===== src/pkg/vm_exit_qual_consts.svh =====
/*
  Offsets, field positions and reset values for the exit qualification
  encoder. Assumes inclusion by bare name from the package and design.
*/
`ifndef VM_EXIT_QUAL_CONSTS_SVH
`define VM_EXIT_QUAL_CONSTS_SVH

// ==========================================================
// Register offsets (byte addresses)
`define OFS_QUAL_LO 5'h00
`define OFS_QUAL_HI 5'h04
`define OFS_STATUS 5'h08
`define OFS_CTRL 5'h0C
`define OFS_COUNT 5'h10

// ==========================================================
// Status and control fields
`define ST_VALID_BIT 0
`define ST_CAUSE_LSB 1
`define ST_VECVAL_BIT 4
`define CTRL_ENABLE_BIT 0
`define CTRL_RESET 1'h1

// ==========================================================
// Qualification field positions
`define DR_INDEX_LSB 0
`define DR_DIR_BIT 4
`define DR_GPR_LSB 8
`define IO_SIZE_LSB 0
`define IO_DIR_BIT 3
`define IO_STRING_BIT 4
`define IO_REPEAT_BIT 5
`define IO_IMM_BIT 6
`define IO_PORT_LSB 16
`define AP_OFFSET_LSB 0
`define AP_TYPE_LSB 12
`define NV_READ_BIT 0
`define NV_WRITE_BIT 1
`define NV_FETCH_BIT 2
`define NV_READABLE_BIT 3

// ==========================================================
// Encodings
`define IO_SIZE_1B 3'h0
`define IO_SIZE_2B 3'h1
`define IO_SIZE_4B 3'h3
`define AP_LIN_READ 4'h0
`define AP_LIN_WRITE 4'h1
`define AP_LIN_FETCH 4'h2
`define AP_LIN_EVENT 4'h3
`define AP_GP_EVENT 4'hA
`define AP_GP_FETCH 4'hF
`define RESP_OKAY 2'h0
`define RESP_SLVERR 2'h2
`define NPT_LEVELS 4

`endif


===== src/pkg/vm_exit_qual_pkg.sv =====
/*
  Types for the exit qualification encoder: exit causes, access
  classes and the registered state of the block.
  Assumes the constants header is on the include path.
*/
`include "vm_exit_qual_consts.svh"

package vm_exit_qual_pkg;

  typedef enum logic [2:0] {
    cause_debug_register_move,
    cause_port_io,
    cause_monitor_wait_instruction,
    cause_apic_page,
    cause_nested_page_table
  } exit_cause_t;

  // Width of a port access as seen by the decoder
  typedef enum logic [1:0] {
    io_width_byte,
    io_width_word,
    io_width_dword
  } io_width_t;

  typedef enum logic [2:0] {
    apic_linear_data,
    apic_linear_fetch,
    apic_linear_event,
    apic_gp_event,
    apic_gp_fetch_exec,
    apic_physical
  } apic_kind_t;

  // Instruction classes; all but insn_other have a fixed access type
  typedef enum logic [2:0] {
    insn_other,
    insn_cache_line_flush_instruction,
    insn_monitor_arm,
    insn_frame_enter,
    insn_masked_store_narrow,
    insn_masked_store_wide
  } insn_class_t;

  typedef struct packed {
    logic [63:0] qual;
    logic vec_valid;
    logic qual_valid;
    logic [2:0] cause;
    logic cap_en;
    logic [31:0] exit_count;
    logic aw_have;
    logic [4:0] aw_addr;
    logic w_have;
    logic [31:0] w_data;
    logic [3:0] w_strb;
    logic awready;
    logic wready;
    logic bvalid;
    logic [1:0] bresp;
    logic arready;
    logic rvalid;
    logic [31:0] rdata;
    logic [1:0] rresp;
  } state_t;

endpackage : vm_exit_qual_pkg


===== src/hw/vm_exit_qualification_encoder.sv =====
/*
  Exit qualification encoder: builds the 64-bit qualification word for
  debug-register moves, port I/O, monitor-wait, interrupt-controller
  page and nested-page-table violation exits, with an AXI4-Lite slave.
  Assumes the pipeline holds the decode inputs valid in the cycle that
  exit_commit is high, and that the package is compiled first.
*/
`timescale 1ns/1ns
`include "vm_exit_qual_consts.svh"

module vm_exit_qualification_encoder
  import vm_exit_qual_pkg::*;
(
  input wire logic aclk,
  input wire logic aresetn,
  input wire logic exit_commit,
  input wire exit_cause_t exit_cause,
  input wire logic [2:0] dr_index,
  input wire logic dr_read,
  input wire logic [3:0] gpr_code,
  input wire io_width_t io_width,
  input wire logic io_in,
  input wire logic io_string,
  input wire logic io_repeat_prefix,
  input wire logic io_immediate,
  input wire logic [15:0] io_port,
  input wire logic monitor_armed,
  input wire apic_kind_t apic_kind,
  input wire insn_class_t apic_insn,
  input wire logic apic_fault_write,
  input wire logic [11:0] apic_offset,
  input wire logic npt_read,
  input wire logic npt_write,
  input wire logic npt_fetch,
  input wire logic [3:0] npt_used,
  input wire logic [3:0] npt_present,
  input wire logic [3:0] npt_readable,
  output logic [63:0] qual,
  output logic qual_valid,
  output logic vector_valid,
  input wire logic [31:0] s_axi_awaddr,
  input wire logic [2:0] s_axi_awprot,
  input wire logic s_axi_awvalid,
  output logic s_axi_awready,
  input wire logic [31:0] s_axi_wdata,
  input wire logic [3:0] s_axi_wstrb,
  input wire logic s_axi_wvalid,
  output logic s_axi_wready,
  output logic [1:0] s_axi_bresp,
  output logic s_axi_bvalid,
  input wire logic s_axi_bready,
  input wire logic [31:0] s_axi_araddr,
  input wire logic [2:0] s_axi_arprot,
  input wire logic s_axi_arvalid,
  output logic s_axi_arready,
  output logic [31:0] s_axi_rdata,
  output logic [1:0] s_axi_rresp,
  output logic s_axi_rvalid,
  input wire logic s_axi_rready
);

  state_t st_r;
  state_t st_nxt;
  logic [63:0] enc;
  logic enc_vec;
  logic [3:0] ap_type;
  logic walk_readable;
  logic walk_missing;
  logic [3:0] lvl_ok;
  logic [31:0] rd_word;
  logic rd_ok;

  // ==========================================================
  // Translation walk summary
  genvar g;
  generate
    for (g = 0; g < `NPT_LEVELS; g = g + 1)
    begin : g_walk
      // Unused levels must not veto the AND
      assign lvl_ok[g] = !npt_used[g] || npt_readable[g];
    end
  endgenerate

  assign walk_readable = &lvl_ok;
  assign walk_missing = |(npt_used & ~npt_present);

  // ==========================================================
  // Register read decode
  function automatic logic [32:0] reg_read(input logic [4:0] addr,
                                           input state_t s);
    logic [32:0] r;
    r = {1'h0, 32'h0};
    if (addr == `OFS_QUAL_LO)
      r = {1'h1, s.qual[31:0]};
    else if (addr == `OFS_QUAL_HI)
      r = {1'h1, s.qual[63:32]};
    else if (addr == `OFS_STATUS)
    begin
      r[32] = 1'h1;
      r[`ST_VALID_BIT] = s.qual_valid;
      r[`ST_CAUSE_LSB +: 3] = s.cause;
      r[`ST_VECVAL_BIT] = s.vec_valid;
    end
    else if (addr == `OFS_CTRL)
    begin
      r[32] = 1'h1;
      r[`CTRL_ENABLE_BIT] = s.cap_en;
    end
    else if (addr == `OFS_COUNT)
      r = {1'h1, s.exit_count};
    return r;
  endfunction : reg_read

  // ==========================================================
  // Interrupt-controller page access type
  always_comb
  begin
    ap_type = `AP_LIN_READ;
    case (apic_kind)
      apic_linear_data:
      begin
        // Same sense as the page-fault W/R bit
        ap_type = apic_fault_write ? `AP_LIN_WRITE : `AP_LIN_READ;
        case (apic_insn)
          insn_cache_line_flush_instruction,
          insn_monitor_arm:
            ap_type = `AP_LIN_READ;
          insn_frame_enter,
          insn_masked_store_narrow,
          insn_masked_store_wide:
            ap_type = `AP_LIN_WRITE;
          default:
            ap_type = ap_type;
        endcase
      end
      apic_linear_fetch: ap_type = `AP_LIN_FETCH;
      apic_linear_event: ap_type = `AP_LIN_EVENT;
      apic_gp_event: ap_type = `AP_GP_EVENT;
      apic_gp_fetch_exec: ap_type = `AP_GP_FETCH;
      default: ap_type = `AP_LIN_READ;
    endcase
  end

  // ==========================================================
  // Qualification word assembly
  always_comb
  begin
    enc = 64'h0;
    enc_vec = 1'h0;
    case (exit_cause)
      cause_debug_register_move:
      begin
        enc[`DR_INDEX_LSB +: 3] = dr_index;
        enc[`DR_DIR_BIT] = dr_read;
        enc[`DR_GPR_LSB +: 4] = gpr_code;
      end
      cause_port_io:
      begin
        case (io_width)
          io_width_word: enc[`IO_SIZE_LSB +: 3] = `IO_SIZE_2B;
          io_width_dword: enc[`IO_SIZE_LSB +: 3] = `IO_SIZE_4B;
          default: enc[`IO_SIZE_LSB +: 3] = `IO_SIZE_1B;
        endcase
        enc[`IO_DIR_BIT] = io_in;
        enc[`IO_STRING_BIT] = io_string;
        enc[`IO_REPEAT_BIT] = io_repeat_prefix;
        enc[`IO_IMM_BIT] = io_immediate;
        enc[`IO_PORT_LSB +: 16] = io_port;
      end
      cause_monitor_wait_instruction:
        enc[0] = monitor_armed;
      cause_apic_page:
      begin
        // Physical accesses carry no layout; zero is the safe choice
        if (apic_kind != apic_physical)
        begin
          if (apic_kind == apic_linear_data ||
              apic_kind == apic_linear_fetch ||
              apic_kind == apic_linear_event)
            enc[`AP_OFFSET_LSB +: 12] = apic_offset;
          enc[`AP_TYPE_LSB +: 4] = ap_type;
          enc_vec = (ap_type == `AP_LIN_EVENT) ||
                    (ap_type == `AP_GP_EVENT);
        end
      end
      cause_nested_page_table:
      begin
        enc[`NV_READ_BIT] = npt_read;
        enc[`NV_WRITE_BIT] = npt_write;
        enc[`NV_FETCH_BIT] = npt_fetch;
        enc[`NV_READABLE_BIT] = walk_readable && !walk_missing;
      end
      default:
        enc = 64'h0;
    endcase
  end

  // ==========================================================
  // Next state: capture plus AXI4-Lite slave
  always_comb
  begin
    st_nxt = st_r;
    rd_word = 32'h0;
    rd_ok = 1'h0;
    if (exit_commit && st_r.cap_en)
    begin
      st_nxt.qual = enc;
      st_nxt.vec_valid = enc_vec;
      st_nxt.qual_valid = 1'h1;
      st_nxt.cause = exit_cause;
      st_nxt.exit_count = st_r.exit_count + 32'h1;
    end
    // Write side: address and data taken in either order
    if (s_axi_awvalid && st_r.awready)
    begin
      st_nxt.aw_have = 1'h1;
      st_nxt.aw_addr = s_axi_awaddr[4:0];
    end
    if (s_axi_wvalid && st_r.wready)
    begin
      st_nxt.w_have = 1'h1;
      st_nxt.w_data = s_axi_wdata;
      st_nxt.w_strb = s_axi_wstrb;
    end
    if (st_r.bvalid && s_axi_bready)
      st_nxt.bvalid = 1'h0;
    if (st_r.aw_have && st_r.w_have && !st_r.bvalid)
    begin
      st_nxt.aw_have = 1'h0;
      st_nxt.w_have = 1'h0;
      st_nxt.bvalid = 1'h1;
      st_nxt.bresp = `RESP_SLVERR;
      if (st_r.aw_addr == `OFS_CTRL)
      begin
        st_nxt.bresp = `RESP_OKAY;
        if (st_r.w_strb[0])
          st_nxt.cap_en = st_r.w_data[`CTRL_ENABLE_BIT];
      end
      else if (st_r.aw_addr == `OFS_QUAL_LO ||
               st_r.aw_addr == `OFS_QUAL_HI ||
               st_r.aw_addr == `OFS_STATUS ||
               st_r.aw_addr == `OFS_COUNT)
        // Read-only words accept and ignore writes
        st_nxt.bresp = `RESP_OKAY;
    end
    // Read side
    if (st_r.rvalid && s_axi_rready)
      st_nxt.rvalid = 1'h0;
    if (s_axi_arvalid && st_r.arready)
    begin
      {rd_ok, rd_word} = reg_read(s_axi_araddr[4:0], st_r);
      st_nxt.rvalid = 1'h1;
      st_nxt.rdata = rd_word;
      st_nxt.rresp = rd_ok ? `RESP_OKAY : `RESP_SLVERR;
    end
    st_nxt.awready = !st_nxt.aw_have && !st_nxt.bvalid;
    st_nxt.wready = !st_nxt.w_have && !st_nxt.bvalid;
    st_nxt.arready = !st_nxt.rvalid;
  end

  always_ff @(posedge aclk)
  begin
    if (!aresetn)
    begin
      st_r <= '0;
      st_r.cap_en <= `CTRL_RESET;
    end
    else
      st_r <= st_nxt;
  end

  // ==========================================================
  // Outputs
  assign qual = st_r.qual;
  assign qual_valid = st_r.qual_valid;
  assign vector_valid = st_r.vec_valid;
  assign s_axi_awready = st_r.awready;
  assign s_axi_wready = st_r.wready;
  assign s_axi_bvalid = st_r.bvalid;
  assign s_axi_bresp = st_r.bresp;
  assign s_axi_arready = st_r.arready;
  assign s_axi_rvalid = st_r.rvalid;
  assign s_axi_rdata = st_r.rdata;
  assign s_axi_rresp = st_r.rresp;
endmodule : vm_exit_qualification_encoder


===== config.mk =====
export PLATFORM = sky130hd
export DESIGN_NAME = vm_exit_qualification_encoder
export DESIGN_NICKNAME = d
export VERILOG_FILES = /design/src/pkg/vm_exit_qual_pkg.sv /design/src/hw/vm_exit_qualification_encoder.sv
export VERILOG_INCLUDE_DIRS = /design/src /design/src/pkg
export SDC_FILE = /design/constraint.sdc
export NUM_CORES = 1
export LEC_CHECK = 0
export ABC_CLOCK_PERIOD_IN_PS = 3300
export BUFFER_PORTS_ARGS = -buffer_cell sky130_fd_sc_hd__buf_2
export CAP_MARGIN = 20
export CORE_MARGIN = 2
export CORE_UTILIZATION = 51
export CTS_CLUSTER_DIAMETER = 200
export DETAILED_ROUTE_END_ITERATION = 10
export GPL_TIMING_DRIVEN = 0
export PLACE_DENSITY = 0.93
export RECOVER_POWER = 100
export SYNTH_ARGS = -nofsm -noshare
export SYNTH_HDL_FRONTEND = slang
export SYNTH_SLANG_ARGS = --single-unit

===== constraint.sdc =====
create_clock -name aclk -period 3.3 [get_ports aclk]
set_clock_uncertainty 0.2 [all_clocks]
set_input_delay 0.66 -clock aclk [delete_from_list [all_inputs] [get_ports aclk]]
set_output_delay 0.66 -clock aclk [all_outputs]
set_load 0.05 [all_outputs]

# After elaboration in Yosys (flattened, before gate mapping)
# Index checks and enable logic that the tools add are counted.
word_totals:
  regBits: 154
op_classes:
  n_addsub: 1
  n_eq_ne: 26
  n_mux: 38
  bitwise_logic: 2
  n_reduce_logical: 40
op_table:
  columns: ["cell", "n"]
  rows:
  - ["$mux 33", 4]
  - ["$mux 37", 1]
  - ["$mux 35", 1]
  - ["$add 32x1->32 const B", 1]
  - ["$mux 16", 2]
  - ["$mux 31", 1]
  - ["$mux 27", 1]
  - ["$eq 5x4->1 const B", 4]
  - ["$pmux 4 s5", 1]
  - ["$eq 3x2->1 const B", 6]
  - ["$eq 3x3->1 const B", 4]
  - ["$mux 12", 1]
  - ["$logic_and 1x1->1", 11]
  - ["$mux 1", 11]
  - ["$eq 5x3->1 const B", 2]
  - ["$eq 5x5->1 const B", 2]
  - ["$logic_not 1->1", 10]
  - ["$logic_not 5->1", 2]
  - ["$logic_or 1x1->1", 10]
  - ["$eq 3x1->1 const B", 3]
  - ["$pmux 2 s2", 2]
  - ["$pmux 2 s4", 1]
  - ["$pmux 4 s2", 1]
  - ["$logic_not 3->1", 2]
  - ["other kinds (20)", 23]

# Logic depth before layout (Yosys ltp)
logic_depth:
  ltp_word: 10
  depth_mapped: 6

# Worst setup path after synthesis
# OpenSTA, ideal clock, no wires.
synth_timing:
  path_kind: "input-to-reg"
  from: "input s_axi_araddr[4]"
  to: "register st_r, in the netlist s_axi_rdata[4]"
  arrival_ns: 1.857
  path_slack_ns: 1.178
  path_stages: 5
  n_path_buf: 1
  path_cell_list: "buf_2 or4b_2 nor2_1 a21oi_1 nor2_1"
synth_via:
  elab_chain_len: 7
  word_cells_on_any_way: 11
synth_lines:
  columns: ["element", "line_no", "text"]
  rows:
  - ["start: declaration", "vm_exit_qualification_encoder.sv:52", "input wire logic [31:0] s_axi_araddr,"]
  - ["$eq 5x5->1 (no source line)", null, null]
  - ["$mux 33", "vm_exit_qualification_encoder.sv:109", "else if (addr == `OFS_COUNT)"]
  - ["$mux 31", "vm_exit_qualification_encoder.sv:104", "else if (addr == `OFS_CTRL)"]
  - ["$mux 5", "vm_exit_qualification_encoder.sv:97", "else if (addr == `OFS_STATUS)"]
  - ["$mux 33", "vm_exit_qualification_encoder.sv:95", "else if (addr == `OFS_QUAL_HI)"]
  - ["$mux 33 (*)", "vm_exit_qualification_encoder.sv:93", "if (addr == `OFS_QUAL_LO)"]
  - ["$mux 33 (*)", "vm_exit_qualification_encoder.sv:249", "if (s_axi_arvalid && st_r.arready)"]
  - ["end signal: assignment", "vm_exit_qualification_encoder.sv:269", "st_r <= st_nxt;"]
  - ["end: declaration", "vm_exit_qualification_encoder.sv:62", "state_t st_r;"]
# Mark *: on every way between the ends. The rest lies on a longest branch, timed or not. The select of a mux whose other input is x is not followed.
# A chain may end at the register's enable or synchronous reset.

# Final worst setup path
layout_timing:
  from: "register st_r[84] (netlist bit)"
  to: "register st_r[106] (netlist bit)"
layout_via:
  elab_chain_len: 1
layout_lines:
  columns: ["element", "line_no", "text"]
  rows:
  - ["$add 32x1->32", "vm_exit_qualification_encoder.sv:211", "st_nxt.exit_count = st_r.exit_count + 32'h1;"]
# Every way passes these cells.

==> run_results.csv <==
group,metric,value,unit
status,outcome,"finished, violations left",
status,violations,"DRC",
worst_setup_path,path_max_fanout,10,
synthesis,async_reset_ff_share,0,%
routing,ant_nets,0,
routing,wirelength,18.4,mm
synthesis,syn_area,6080,sq um
clock_tree,cts.sinks,118,
power,power_density,500,nW/um^2
worst_setup_path,path_class,"flip-flop to flip-flop",
clock_tree,cts_inserted_buffers,17,
flow_run,drv_cap,0,
layout,n_fill_cell,924,
clock_tree,hold_buffers,0,
layout,final_util,66.7,%
routing,drt-initial-drc-count,475,
synthesis,synth_top_area_share,38.8,%
floorplanning,die_area,12800,sq um
synthesis,yosys.area.top_type,"dfxtp_1",
worst_setup_path,worst_setup_path_start_kind,"flip-flop",
power,max-vdd-ir-drop,282,uV
synthesis,synth.area.top_cells,"dfxtp_1 (39%), buf_4 (12%), mux2i_1 (6.9%)",
clock_tree,cts_max_level,4,
min_path,holdPathEnd,"st_r[118]",
clock_tree,cts.path.max_buffers,2,
sta,finalSetupTns,0,ns
layout,multi_input_area,2850,sq um
placed_design,dp_hpwl,12.8,mm
worst_setup_path,endpoint_kind,"flip-flop",
min_path,whs_path_depth,2,
worst_setup_path,r2r_slack,0.92,ns
sta,finalSetupViolCount,0,
routing,dr.pass1.iters,8,
synthesis,synth_edf_count,0,
sta,clock.fmax,419,MHz
sta,layout_min_cycle_time,2.38,ns
min_path,hp-start,"st_r[118]",
layout,fin_nets,1134,
sta,slew_headroom,45.9,%
sta,worst_pin_slew,0.811,ns
floorplanning,die_x,113,um
routing,dr_total_vias,6298,
synthesis,yosysUniqueCellTypes,51,
sta,period_share,72.2,%
floorplanning,rows,39,
sta,fin_ws,0.916,ns
clock_tree,cts_tree,"built",
grt,grt_usage,27.9,%
worst_setup_path,crit_arrival,2.46,ns
placed_design,dp_slack,0.730,ns
power,leakage,3.20,nW
sta,maxSlewViolCount,0,
grt,grt_pass1_vias,5850,
clock_tree,cts_root_buffer,"clkbuf_16",
synthesis,syn-instance-count,741,
synthesis,postSynthAreaPerCell,8.21,sq um
sta,whs,0.260,ns
worst_setup_path,r2r_cells,6,
worst_setup_path,critPathRequiredTime,3.37,ns
floorplanning,pin_count,289,
layout,drive_above_1_share,23.2,%
floorplanning,die_y,113,um
placed_design,port_buffers,157,
floorplanning,core_area,11500,sq um
synthesis,ys_ff_latch,118,
routing,wire_per_inst,16.6,um
worst_setup_path,r2r-end,"st_r[106]",
sta,hold_viol_final,0,
layout,seq_area,2360,sq um
grt,grt_max_degree,17,
synthesis,synth_ff_type,"dfxtp_1",
clock_tree,ctsResizeCount,0,
min_path,hold_class,"flip-flop to flip-flop",
placed_design,globalplace.congestion,0.870,
clock_tree,cts.clk_slew.worst_paths,0.05,ns
sta,rsz0062_at_grt,"no",
synthesis,yosysSeqAreaShare,38.8,%
layout,area_growth,26.3,%
clock_tree,postCtsSetupRepairBufs,0,
grt,grt_antenna_before_repair,1,
routing,drcViolationCount,8,
power,total_power,3.84,mW
floorplanning,initial_core_util,52.8,%
clock_tree,insertion_delay,0.42,ns
worst_setup_path,rr_startpoint,"st_r[84]",
grt,overflow,0,
routing,via_per_inst,5.69,
grt,grt_pass1_wl,28.3,mm
synthesis,ys_warn_count,0,
==> cell type report <==
class / instances / share of cell area [%]
Clock buffer: 22 / 6.30
Antenna cell: 1 / 0.0326
Clock inverter: 10 / 1.58
Multi-Input combinational cell: 496 / 37.1
Inverter: 11 / 0.538
Buffer: 149 / 12.3
Sequential cell: 118 / 30.8
Timing Repair Buffer: 157 / 9.01
Tap cell: 143 / 2.33
==> cells in the mapped netlist, types with 2 or more instances <==
cell type and count:
buf_1 8, o21ai_0 18, nand3b_1 5, o311ai_0 8, nor2_1 65, nand3_1 36, mux2i_1 42, dfxtp_1 118
xnor2_1 3, nand4_1 8, or4_1 8, buf_2 4, buf_4 101, or3_1 2, xor2_1 8, and2_1 4
o31ai_1 7, a21oi_1 80, and3_1 5, nand2_1 59, a221oi_1 9, nor4_1 4, o41ai_1 7, ha_1 2
o22ai_1 2, clkbuf_1 35, and4_1 5, inv_1 11, nand2b_1 14, a22oi_1 4, nor3_1 39
==> flip-flops by register name, summed over array words and instances (netlist names) <==
| name | flops |
|---|---|
| s_axi_arready | 1 |
| s_axi_rvalid | 1 |
| qual_valid | 1 |
| s_axi_wready | 1 |
| vector_valid | 1 |
| s_axi_bvalid | 1 |
| qual | 32 |
| s_axi_rresp | 1 |
| s_axi_bresp | 1 |
| st_r | 45 |
| s_axi_awready | 1 |
| s_axi_rdata | 32 |
==> through the flow <==
step                cells  cell area [sq um]
floorplan             774               6210
CTS                  1106               7780
detailed placement   1074               7170
finish               1107               7680
global route         1107               7680
global placement     1074               7170
==> worst max path at each step <==
| stage | to | from | depth (start not counted) | slack (ns) |
|---|---|---|---|---|
| global route | st_r[114] | st_r[84] | 6 | 0.74 |
| detailed placement | s_axi_rdata[6] | s_axi_araddr[1] | 7 | 0.73 |
| global placement | qual[4] | exit_cause[1] | 7 | 0.77 |
| finish | st_r[106] | st_r[84] | 6 | 0.92 |
| CTS | s_axi_rdata[6] | s_axi_araddr[1] | 7 | 1.03 |
| floorplan | s_axi_rdata[4] | s_axi_araddr[4] | 5 | 1.18 |
==> placed cells by master (no fill, tap or decap), types with 2 or more instances in the layout <==
master        n
mux2i_1      42
a21oi_1      80
nor3_1       39
clkbuf_16    17
o31ai_1       7
and3_1        5
clkinvlp_4    4
clkbuf_1    118
nor4_1        4
and4_1        6
clkbuf_8      4
or4_1         8
a22oi_1       4
xor2_1        8
a221oi_1      9
ha_1          2
conb_1       34
inv_1        11
or3_1         2
buf_1         4
bufinv_16     2
nand3b_1      5
o41ai_1       7
nand4_1       8
buf_4       101
clkinv_4      3
o311ai_0      8
dfxtp_1     118
xnor2_1       3
nor2_1       65
nand3_1      36
o21ai_0      18
and2_1        3
nand2_1      59
o22ai_1       2
nand2b_1     14
buf_2        83
==> power breakdown <==
part / internal (mW) / total [mW] / switching (mW)
clock network: 1.19 / 1.86 / 0.672
registers: 1.46 / 1.49 / 0.0305
logic: 0.151 / 0.486 / 0.335
==> routing by layer <==
layer | track usage [%] | share of wire (%) | vias to the layer above
met2 | 46.4 | 47 | 448
met3 | 9.27 | 11 | 90
li1 | - | - | 2915
met4 | 15.2 | 5.0 | 0
met1 | 31.6 | 37 | 2845
met5 | 0 | 0 | -
==> worst max-delay path, stage by stage, from the launching register on <==
cell and delay (ns):
dfxtp_1 0.44, ha_1 0.25, and4_1 0.33, nand4_1 0.16, clkbuf_1 0.28, o311ai_0 0.42, o41ai_1 0.16
==> logic make-up (layout without fill, tap and decap cells) <==
kind of cell / after synthesis / count (layout) / share of synthesized area [%]
compound gates: 142 / 142 / 14.1
xor+xnor: 11 / 11 / 1.58
fa+ha+maj: 2 / 2 / 0.411
buf+inv: 160 / 349 / 16.3
flops: 118 / 118 / 38.8
mux: 43 / 43 / 7.10
other cells: 1 / 35 / 0.0617
simple gates: 264 / 264 / 21.6
(Power assumes the default switching activity.)
